## src/logic/rws_pkg.sv

```systemverilog
// Purpose: Shared constants for the reset and watchdog supervisor
// Assumes: sys_clk at 40 MHz; comparator results arrive as digital levels
// Notes: Each time is kept in its own unit; cycle counts derive from it
package rws_pkg;

	// ----------------------------------------------------------------
	// Clock
	// ----------------------------------------------------------------
	localparam int SYS_CLK_HZ = 40_000_000;
	localparam int CLK_PERIOD_NS = 25;
	localparam int CYC_PER_US = SYS_CLK_HZ / 1_000_000;

	// ----------------------------------------------------------------
	// Timing
	// ----------------------------------------------------------------
	localparam int RESET_DELAY_MS = 200;
	localparam int RESET_DELAY_CYC = RESET_DELAY_MS * 1000 * CYC_PER_US;
	localparam int WD_DEFAULT_MS = 1600;
	localparam int WD_DEFAULT_CYC = WD_DEFAULT_MS * 1000 * CYC_PER_US;
	localparam int WD_PULSE_US = 1700;
	localparam int WD_PULSE_CYC = WD_PULSE_US * CYC_PER_US;
	localparam int CE_HOLD_US = 15;
	localparam int CE_HOLD_CYC = CE_HOLD_US * CYC_PER_US;
	localparam int FAULT_DLY_NS = 70;
	localparam int FAULT_DLY_CYC = (FAULT_DLY_NS + CLK_PERIOD_NS - 1) / CLK_PERIOD_NS;
	// Capacitor timeout slope, microseconds per nF, at 5 V and 3 V
	localparam int K5_US_PER_NF = 16200;
	localparam int K3_US_PER_NF = 27000;
	localparam int K5_CYC_PER_NF = K5_US_PER_NF * CYC_PER_US;
	localparam int K3_CYC_PER_NF = K3_US_PER_NF * CYC_PER_US;
	// Smallest capacitor the slope holds for, in whole nF above 4.7 nF
	localparam logic [7:0] CAP_MIN_NF = 8'h05;

	// ----------------------------------------------------------------
	// Widths and reset values
	// ----------------------------------------------------------------
	localparam int CNT_W = 32;
	localparam int CAP_W = 8;
	localparam int SYNC_W = 8 + CAP_W;
	localparam logic [SYNC_W-1:0] SYNC_RST = 16'h0000;
	localparam logic [CNT_W-1:0] CNT_ZERO = 32'h00000000;

	// Reset sequencer states
	typedef enum logic [1:0] {RWS_HOLD, RWS_DELAY, RWS_RUN} rws_rst_state_t;

endpackage : rws_pkg

```

## src/logic/rws_supervisor.sv

```systemverilog
// Purpose: Processor supervisor: reset, low-line, watchdog, CE gate, overvoltage
// Assumes: Comparator results arrive as pin levels; one 40 MHz clock
// Notes: The CE gate is sampled, so it adds three cycles of delay
// Summary of operation
// - Reset stays asserted while supply is below reset threshold.
// - Manual reset input low asserts reset.
// - Reset held a further 200 ms after all causes clear.
// - During reset, watchdog counters clear and watchdog outputs sit high.
// - Active-high reset output is always the inverse of active-low.
// - Overvoltage flag low while sense above reference; nothing else affected.
// - Low-supply warning high normally, low below warning threshold.
// - Kick idle longer than timeout asserts pulse and fault outputs.
// - Any kick edge or pulse restarts the watchdog timer.
// - Supply below reset threshold disables watchdog, fault output high.
// - Fault falls 70 ns after pulse falls, stays low until a kick.
// - Each kickless timeout period gives a 1.7 ms low pulse.
// - Fault still high when pulse falls, for an external flip-flop.
// - Timeout select tied high picks the 1.6 s default.
// - Capacitor timeout is k times nF in ms, k 16.2 or 27.
// - CE low at reset entry: stay enabled until CE high or 15 us.
// - Outside reset, CE input transitions pass to CE output.
`timescale 1ns/100ps
module rws_supervisor
	import rws_pkg::*;
#(
	parameter int RESET_CYC = RESET_DELAY_CYC,
	parameter int WD_DEFAULT = WD_DEFAULT_CYC,
	parameter int PULSE_CYC = WD_PULSE_CYC,
	parameter int K5_CYC = K5_CYC_PER_NF,
	parameter int K3_CYC = K3_CYC_PER_NF
) (
	input wire logic sys_clk,
	input wire logic rst_n,
	input wire logic clk_en,
	input wire logic supply_low,
	input wire logic supply_warn,
	input wire logic manual_reset_n,
	input wire logic watchdog_kick_in,
	input wire logic timeout_select,
	input wire logic supply_is_5v,
	input wire logic [CAP_W-1:0] timeout_cap_nf,
	input wire logic overvoltage_sense,
	input wire logic ce_in_n,
	output logic sup_reset_n,
	output logic sup_reset,
	output logic lowline_n,
	output logic overvoltage_flag_n,
	output logic watchdog_fault_n,
	output logic watchdog_pulse_n,
	output logic ce_out_n,
	output logic ce_in_hiz
);

	// ----------------------------------------------------------------
	// Elaboration checks
	// ----------------------------------------------------------------
	initial begin
		if (RESET_CYC < 1 || PULSE_CYC < 1 || WD_DEFAULT <= PULSE_CYC)
			$error("rws_supervisor: timing parameters out of range");
	end

	// ----------------------------------------------------------------
	// Input synchronisers and timeout select
	// ----------------------------------------------------------------
	logic [SYNC_W-1:0] sync_in;
	logic [SYNC_W-1:0] sync_out;
	logic low_s;
	logic warn_s;
	logic mr_n_s;
	logic kick_s;
	logic sel_s;
	logic v5_s;
	logic ov_s;
	logic ce_s;
	logic [CAP_W-1:0] cap_s;
	logic [CNT_W-1:0] period_cyc;

	assign sync_in = {timeout_cap_nf, ce_in_n, overvoltage_sense, supply_is_5v, timeout_select,
		watchdog_kick_in, manual_reset_n, supply_warn, supply_low};
	assign {cap_s, ce_s, ov_s, v5_s, sel_s, kick_s, mr_n_s, warn_s, low_s} = sync_out;

	rws_sync #(.W(SYNC_W)) u_sync (
		.sys_clk(sys_clk),
		.rst_n(rst_n),
		.clk_en(clk_en),
		.din(sync_in),
		.dout(sync_out)
	);

	// Default or capacitor-scaled period
	rws_period #(.WD_DEFAULT(WD_DEFAULT), .K5_CYC(K5_CYC), .K3_CYC(K3_CYC)) u_period (
		.sys_clk(sys_clk),
		.rst_n(rst_n),
		.clk_en(clk_en),
		.select_internal(sel_s),
		.supply_is_5v(v5_s),
		.cap_nf(cap_s),
		.period_cyc(period_cyc)
	);

	// ----------------------------------------------------------------
	// State
	// ----------------------------------------------------------------
	typedef struct packed {
		rws_rst_state_t rst_state;
		logic [CNT_W-1:0] rst_cnt;
		logic [CNT_W-1:0] wd_cnt;
		logic [CNT_W-1:0] pulse_cnt;
		logic [3:0] fault_dly;
		logic kick_prev;
		logic gate_en;
		logic [15:0] hold_cnt;
		logic reset_n;
		logic reset;
		logic lowline_n;
		logic ov_n;
		logic fault_n;
		logic pulse_n;
		logic ce_out_n;
		logic ce_hiz;
	} rws_sup_st_t;

	rws_sup_st_t r;
	rws_sup_st_t next_r;
	logic rst_cause;
	logic rst_active;
	logic kick_edge;

	// ----------------------------------------------------------------
	// Next-state logic
	// ----------------------------------------------------------------
	always_comb begin
		next_r = r;
		rst_cause = low_s || !mr_n_s;
		kick_edge = kick_s != r.kick_prev;
		next_r.kick_prev = kick_s;

		// Reset sequencer; any cause restarts the 200 ms hold-off
		unique case (r.rst_state)
			RWS_HOLD: begin
				if (!rst_cause) begin
					next_r.rst_state = RWS_DELAY;
					next_r.rst_cnt = CNT_W'(RESET_CYC - 1);
				end
			end
			RWS_DELAY: begin
				if (rst_cause) begin
					next_r.rst_state = RWS_HOLD;
				end else if (r.rst_cnt == CNT_ZERO) begin
					next_r.rst_state = RWS_RUN;
				end else begin
					next_r.rst_cnt = r.rst_cnt - 1'b1;
				end
			end
			RWS_RUN: begin
				if (rst_cause) begin
					next_r.rst_state = RWS_HOLD;
				end
			end
		endcase
		rst_active = next_r.rst_state != RWS_RUN;
		next_r.reset_n = !rst_active;
		next_r.reset = rst_active;

		// Independent comparators
		next_r.lowline_n = !warn_s;
		next_r.ov_n = !ov_s;

		// Watchdog; supply low always means reset, so it is disabled too
		if (rst_active) begin
			next_r.wd_cnt = CNT_ZERO;
			next_r.pulse_cnt = CNT_ZERO;
			next_r.fault_dly = 4'h0;
			next_r.fault_n = 1'b1;
			next_r.pulse_n = 1'b1;
		end else begin
			// Running pulse counts down first; a new timeout may restart it
			if (!r.pulse_n) begin
				if (r.pulse_cnt == CNT_ZERO) begin
					next_r.pulse_n = 1'b1;
				end else begin
					next_r.pulse_cnt = r.pulse_cnt - 1'b1;
				end
			end
			// Fault follows the pulse edge by the fixed delay
			if (r.fault_dly != 4'h0) begin
				next_r.fault_dly = r.fault_dly - 4'h1;
				if (r.fault_dly == 4'h1) begin
					next_r.fault_n = 1'b0;
				end
			end
			if (kick_edge) begin
				next_r.wd_cnt = CNT_ZERO;
				next_r.fault_n = 1'b1;
				next_r.fault_dly = 4'h0;
			end else if (r.wd_cnt >= period_cyc - 1'b1) begin
				next_r.wd_cnt = CNT_ZERO;
				next_r.pulse_n = 1'b0;
				next_r.pulse_cnt = CNT_W'(PULSE_CYC - 1);
				next_r.fault_dly = 4'(FAULT_DLY_CYC);
			end else begin
				next_r.wd_cnt = r.wd_cnt + 1'b1;
			end
		end

		// Chip-enable gate
		if (!rst_active) begin
			next_r.gate_en = 1'b1;
			next_r.hold_cnt = 16'h0000;
		end else if (r.reset_n) begin
			// Entering reset: a write in flight may finish
			next_r.gate_en = !ce_s;
			next_r.hold_cnt = 16'(CE_HOLD_CYC - 1);
		end else if (r.gate_en) begin
			if (ce_s || r.hold_cnt == 16'h0000) begin
				next_r.gate_en = 1'b0;
			end else begin
				next_r.hold_cnt = r.hold_cnt - 16'h0001;
			end
		end
		next_r.ce_out_n = next_r.gate_en ? ce_s : 1'b1;
		next_r.ce_hiz = !next_r.gate_en;
	end

	// ----------------------------------------------------------------
	// Register; reset holds the supervised system in reset
	// ----------------------------------------------------------------
	always_ff @(posedge sys_clk) begin
		if (!rst_n) begin
			r.rst_state <= RWS_HOLD;
			r.rst_cnt <= CNT_ZERO;
			r.wd_cnt <= CNT_ZERO;
			r.pulse_cnt <= CNT_ZERO;
			r.fault_dly <= 4'h0;
			r.kick_prev <= 1'b0;
			r.gate_en <= 1'b0;
			r.hold_cnt <= 16'h0000;
			r.reset_n <= 1'b0;
			r.reset <= 1'b1;
			r.lowline_n <= 1'b1;
			r.ov_n <= 1'b1;
			r.fault_n <= 1'b1;
			r.pulse_n <= 1'b1;
			r.ce_out_n <= 1'b1;
			r.ce_hiz <= 1'b1;
		end else if (clk_en) begin
			r <= next_r;
		end
	end

	assign sup_reset_n = r.reset_n;
	assign sup_reset = r.reset;
	assign lowline_n = r.lowline_n;
	assign overvoltage_flag_n = r.ov_n;
	assign watchdog_fault_n = r.fault_n;
	assign watchdog_pulse_n = r.pulse_n;
	assign ce_out_n = r.ce_out_n;
	assign ce_in_hiz = r.ce_hiz;

	// ----------------------------------------------------------------
	// Assertions
	// ----------------------------------------------------------------
	AST_RST_COMPL: assert property (@(posedge sys_clk) disable iff (!rst_n)
		sup_reset == !sup_reset_n) else $error("reset outputs not complementary");
	AST_RST_SUPPLY: assert property (@(posedge sys_clk) disable iff (!rst_n)
		clk_en && low_s |=> !sup_reset_n) else $error("reset released with supply low");
	AST_RST_MR: assert property (@(posedge sys_clk) disable iff (!rst_n)
		clk_en && !mr_n_s |=> !sup_reset_n) else $error("manual reset ignored");
	AST_RST_RELEASE: assert property (@(posedge sys_clk) disable iff (!rst_n)
		$rose(sup_reset_n) |-> $past(r.rst_state) == RWS_DELAY && $past(r.rst_cnt) == CNT_ZERO)
		else $error("reset released before hold-off ended");
	AST_WD_QUIET: assert property (@(posedge sys_clk) disable iff (!rst_n)
		!sup_reset_n |-> watchdog_fault_n && watchdog_pulse_n && r.wd_cnt == CNT_ZERO)
		else $error("watchdog active during reset");
	AST_CE_OFF: assert property (@(posedge sys_clk) disable iff (!rst_n)
		ce_in_hiz |-> ce_out_n && !sup_reset_n) else $error("CE gate state wrong");
	AST_OVO: assert property (@(posedge sys_clk) disable iff (!rst_n)
		clk_en |=> overvoltage_flag_n == !$past(ov_s)) else $error("overvoltage flag wrong");
	AST_FAULT_AFTER_PULSE: assert property (@(posedge sys_clk) disable iff (!rst_n)
		$fell(watchdog_pulse_n) && watchdog_fault_n |-> $past(watchdog_fault_n))
		else $error("fault fell before pulse");
	AST_FAULT_DELAY: assert property (@(posedge sys_clk) disable iff (!rst_n)
		$fell(watchdog_fault_n) |-> !watchdog_pulse_n && r.fault_dly == 4'h0)
		else $error("fault fell without pulse");
	AST_KICK_CLEARS: assert property (@(posedge sys_clk) disable iff (!rst_n)
		clk_en && kick_edge |=> watchdog_fault_n && r.wd_cnt == CNT_ZERO)
		else $error("kick did not restart watchdog");
	AST_CE_PASS: assert property (@(posedge sys_clk) disable iff (!rst_n)
		clk_en && sup_reset_n |=> sup_reset_n |-> ce_out_n == $past(ce_s))
		else $error("CE not passed outside reset");

	COV_TIMEOUT: cover property (@(posedge sys_clk) disable iff (!rst_n) $fell(watchdog_fault_n));
	COV_RELEASE: cover property (@(posedge sys_clk) disable iff (!rst_n) $rose(sup_reset_n));
	COV_CE_HOLD: cover property (@(posedge sys_clk) disable iff (!rst_n)
		$fell(sup_reset_n) && !ce_in_hiz);
	COV_KICK: cover property (@(posedge sys_clk) disable iff (!rst_n) sup_reset_n && kick_edge);

endmodule : rws_supervisor

```

## src/logic/rws_sync.sv

```systemverilog
// Purpose: Two-flop synchroniser for pin inputs
// Assumes: Multi-bit fields passing here are static straps
// Notes: First stage is read only by the second stage
`timescale 1ns/100ps
module rws_sync
	import rws_pkg::*;
#(
	parameter int W = SYNC_W
) (
	input wire logic sys_clk,
	input wire logic rst_n,
	input wire logic clk_en,
	input wire logic [W-1:0] din,
	output logic [W-1:0] dout
);

	typedef struct packed {
		logic [W-1:0] s1;
		logic [W-1:0] s2;
	} rws_sync_st_t;

	rws_sync_st_t r;
	rws_sync_st_t next_r;

	// ----------------------------------------------------------------
	// Stages
	// ----------------------------------------------------------------
	always_comb begin
		next_r.s1 = din;
		next_r.s2 = r.s1;
	end

	// Frozen with the rest of the block when clk_en is low
	always_ff @(posedge sys_clk) begin
		if (!rst_n) begin
			r <= '0;
		end else if (clk_en) begin
			r <= next_r;
		end
	end

	assign dout = r.s2;

endmodule : rws_sync

```

## src/logic/rws_period.sv

```systemverilog
// Purpose: Watchdog timeout length in clock cycles
// Assumes: Inputs already synchronised; capacitor size given in whole nF
// Notes: Registered, so a strap change takes effect one cycle later
`timescale 1ns/100ps
module rws_period
	import rws_pkg::*;
#(
	parameter int WD_DEFAULT = WD_DEFAULT_CYC,
	parameter int K5_CYC = K5_CYC_PER_NF,
	parameter int K3_CYC = K3_CYC_PER_NF
) (
	input wire logic sys_clk,
	input wire logic rst_n,
	input wire logic clk_en,
	input wire logic select_internal,
	input wire logic supply_is_5v,
	input wire logic [CAP_W-1:0] cap_nf,
	output logic [CNT_W-1:0] period_cyc
);

	typedef struct packed {
		logic [CNT_W-1:0] cyc;
	} rws_period_st_t;

	rws_period_st_t r;
	rws_period_st_t next_r;
	logic [CAP_W-1:0] cap_eff;
	logic [2*CNT_W-1:0] product;

	initial begin
		if (longint'(K3_CYC) * 255 >= 64'h0000_0001_0000_0000 || K5_CYC < 1 || WD_DEFAULT < 2)
			$error("rws_period: slope or default out of range");
	end

	// ----------------------------------------------------------------
	// Period select
	// ----------------------------------------------------------------
	// Tiny capacitors fall outside the slope, so clamp to the minimum
	always_comb begin
		cap_eff = (cap_nf < CAP_MIN_NF) ? CAP_MIN_NF : cap_nf;
		product = CNT_W'(supply_is_5v ? K5_CYC : K3_CYC) * {{(CNT_W-CAP_W){1'b0}}, cap_eff};
		next_r.cyc = select_internal ? CNT_W'(WD_DEFAULT) : product[CNT_W-1:0];
	end

	always_ff @(posedge sys_clk) begin
		if (!rst_n) begin
			r.cyc <= CNT_W'(WD_DEFAULT);
		end else if (clk_en) begin
			r <= next_r;
		end
	end

	assign period_cyc = r.cyc;

endmodule : rws_period

```

## config.mk

```make
export PLATFORM = sky130hd
export DESIGN_NAME = rws_supervisor
export DESIGN_NICKNAME = d
export VERILOG_FILES = /design/src/logic/rws_pkg.sv /design/src/logic/rws_supervisor.sv /design/src/logic/rws_sync.sv /design/src/logic/rws_period.sv
export SDC_FILE = /design/constraint.sdc
export NUM_CORES = 1
export LEC_CHECK = 0
export BUFFER_PORTS_ARGS = -buffer_cell sky130_fd_sc_hd__buf_2
export CORE_ASPECT_RATIO = 0.5
export CORE_MARGIN = 1.5
export CORE_UTILIZATION = 44
export DETAILED_ROUTE_END_ITERATION = 8
export SLEW_MARGIN = 20
export SYNTH_ARGS = -nofsm -noshare
export SYNTH_HDL_FRONTEND = slang
export SYNTH_SLANG_ARGS = --single-unit
```

## constraint.sdc

```tcl
create_clock -name sys_clk -period 7.3 [get_ports sys_clk]
set_input_delay 0.73 -clock sys_clk [delete_from_list [all_inputs] [get_ports sys_clk]]
set_output_delay 0.73 -clock sys_clk [all_outputs]
set_load 0.01 [all_outputs]
```

==> out/metrics.yaml <==
async_flop_share_pct: 0
final.min_clock_period_ns: 6.21
dr.pass1.iters: 6
tightest_slew_ns: 1.13
row_count: 43
drv_cap: 0
antenna_left: 0
core_area_um2: 27700
grt_pass1_wl_um: 48300
holdWs_ns: 0.459
drc: 0
crit_slowest_cell: "a2111oi_0"
fin_ws_ns: 1.09
hold_buffers: 0
final.setup_skew_ns: 0.0187
syn_to_final_growth_pct: 8.59
drv_slew: 0
cts_tree: "built"
reg2reg_slack_ns: 1.09
drt_iter0_markers: 684
yosys.area.top_type: "dfxtp_1"
clkLatencyLatePin_ns: 0.46
status: "finished clean"
grt_setup_unrepaired: "no"
synth-edff-count: 0
startpoint_type: "register"
cp_common_cell: "inv_1"
p_int_mw: 1.90
netlist.area_leader.share_pct: 30.0
overflow: 0
die-area_um2: 29100
routed_wl_um: 29100
critPathKind: "reg2reg"
gp_congestion: 0.878
hpwlAfterDp_um: 21400
netlist_area_um2: 12300
diodes: 0
avgSynthCellArea_um2: 8.49
critical_path.top_delay_family: "simple AND/OR/NAND/NOR gates"
ys_types: 76
antenna_found_initial: 0
switchingPower_mw: 0.950
final_common_cell: "dfxtp_1"
fmax_ghz: 0.161
viasPerCell: 5.50
cp-end-kind: "register"
die_w_um: 240
clk_pin_slew_ns: 0.07
io_buffers: 26
p_seq_share_pct: 39.7
path_max_fanout: 7
setup_violations: 0
drive_above_1_share_pct: 7.10
ioPinCount: 27
postCtsSetupBuffers: 0
worstPathCellList: "inv_1 > ha_1 > nor4b_1 > nand2_1 > nand2b_1 > inv_1 > nor2_1 > fa_1 > inv_1 > fa_1 > fa_1 > inv_1 > ha_1 > o21ai_0 > o21bai_1 > a2111oi_0 > nor4_1 > or3b_2 > xnor2_1 > a21oi_1"
fillers: 2648
synth.area.top_cells: "dfxtp_1, ha_1, fa_1"
h-tree-depth: 4
relSlewSlack_pct: 24.5
yosysWarnings: 0
critPathArrivalTime_ns: 6.50
fin_crit_sh_pct: 85.1
cts.sinks: 185
track_usage_pct: 20.6
p_leak_nw: 5.63
grt_pass1_vias: 9503
p_clk_share_pct: 33.4
start_util_pct: 44.6
swShare_pct: 33.3
required_ns: 7.59
numCtsBuffers: 17
clockBufferDepth: 2
num_vias: 10100
hold_path_class: "reg2reg"
die_h_um: 121
ys_seq_area_share_pct: 30.0
cts_root_buf: "clkbuf_16"
syn_inst: 1452
power.density_nw_per_um2: 213
hold_violations: 0
p_comb_share_pct: 26.8
ys_seq_elements: 185
synth_ff_type: "dfxtp_1"
grt_max_degree: 76
cts_resized: 0
vdd_ir_drop_max_v: 0.000195
pre_cts_ws_ns: 1.07
crit_buf_inv: 4
total_power_mw: 2.85
layout.nets: 1613
layout_common_cells: "dfxtp_1, nor2_1, inv_1, ha_1, nand2_1"
tns_ns: 0
wl_per_cell_um: 15.8
cpPeakStageDelay_ns: 0.84
[power groups by stage]
stage | clock network [mW] | logic [mW] | registers [mW]
after CTS | 0.976 | 0.764 | 1.13
after detailed placement | 0 | 0.758 | 1.16
after floorplan | 0 | 0.604 | 1.14
final | 0.953 | 0.765 | 1.13
after global placement | 0 | 0.744 | 1.15
after global routing | 1.02 | 0.873 | 1.14
[kinds of logic (layout without fill, tap and decap cells)]
kind of cell             after synthesis  after routing  synth area share [%]
AND/OR/NAND/NOR                      521            521                  21.2
AO/OA/AOI/OAI                        287            287                  16.1
buffers and inverters                189            198                  5.82
flip-flops                           185            185                  30.0
adder cells (fa/ha/maj)              143            143                  17.6
XOR/XNOR                              91             91                  6.46
multiplexers                          34             34                  2.76
other                                  2              5                0.0609
[layer usage]
layer  part of all wire (%)  global-route usage [%]  vias to the layer above
li1                       -                       -                     5112
met1                     52                    30.0                     4875
met2                     43                    31.7                      138
met3                    3.5                    3.91                       21
met4                   0.90                    4.23                        0
met5                      0                       0                        -
[synth_stat cells, drive strengths merged (5+ instances only)]
cell type / n
dfxtp: 185
nor2: 184
inv: 133
ha: 92
nand2: 87
a21oi: 62
o21ai: 56
xnor2: 53
fa: 51
clkbuf: 45
nand3: 40
xor2: 38
nor3: 36
mux2i: 34
a31oi: 33
nor4: 32
or3: 24
nand4: 20
or4: 19
o21a: 15
or2: 14
and2: 12
nor2b: 12
a22oi: 11
buf: 11
a21o: 10
a22o: 10
nand2b: 8
a211oi: 7
and4: 7
o2111ai: 7
o211ai: 7
a211o: 6
a311oi: 6
a31o: 6
nand4b: 6
o221a: 6
o31ai: 6
o41ai: 6
a221oi: 5
a32o: 5
and3: 5
nor4b: 5
[layout make-up]
class / instances / area (um^2) / area share (%)
clock buffer: 19 / 443 / 3.31
clock inverter: 13 / 146 / 1.09
timing repair buffer: 33 / 185 / 1.38
sequential: 185 / 3700 / 27.7
multi-input combinational: 1081 / 7940 / 59.3
inverter: 133 / 499 / 3.73
tap: 382 / 478 / 3.57
[worst reg2reg max path, stage by stage, from the launching register on]
cell and delay, ns:
dfxtp_1 0.32, inv_1 0.14, ha_1 0.16, nor4b_1 0.38, nand2_1 0.34, nand2b_1 0.26
inv_1 0.13, nor2_1 0.31, fa_1 0.48, inv_1 0.08, fa_1 0.43, fa_1 0.54
inv_1 0.04, ha_1 0.33, o21ai_0 0.23, o21bai_1 0.14, a2111oi_0 0.84, nor4_1 0.16
or3b_2 0.52, xnor2_1 0.15, a21oi_1 0.08
[registers in the layout, summed over array words and instances (netlist names)]
register             count
u_period.period_cyc     25
r                      120
sup_reset                1
lowline_n                1
watchdog_pulse_n         1
ce_out_n                 1
u_sync.next_r           16
u_sync.dout             16
overvoltage_flag_n       1
watchdog_fault_n         1
ce_in_hiz                1
sup_reset_n              1
[final timing paths]
kind | from | to | cells past startpoint
worst max register to register | u_sync.dout[15] | u_period.period_cyc[25] | 20
worst max-delay path | u_sync.dout[15] | u_period.period_cyc[25] | 20
worst min-delay path | r[42] | r[42] | 1
worst min register to register | r[42] | r[42] | 1
[per-stage QoR]
stage | cell area (um^2) | instances | utilization [%]
after global placement | 12800 | 1814 | 46.3
after CTS | 13400 | 1846 | 48.4
after floorplan | 12300 | 1455 | -
after detailed placement | 12800 | 1814 | 46.3
final | 13400 | 1846 | 48.4
after global routing | 13400 | 1846 | 48.4
Power figures use the tool's default switching activity.
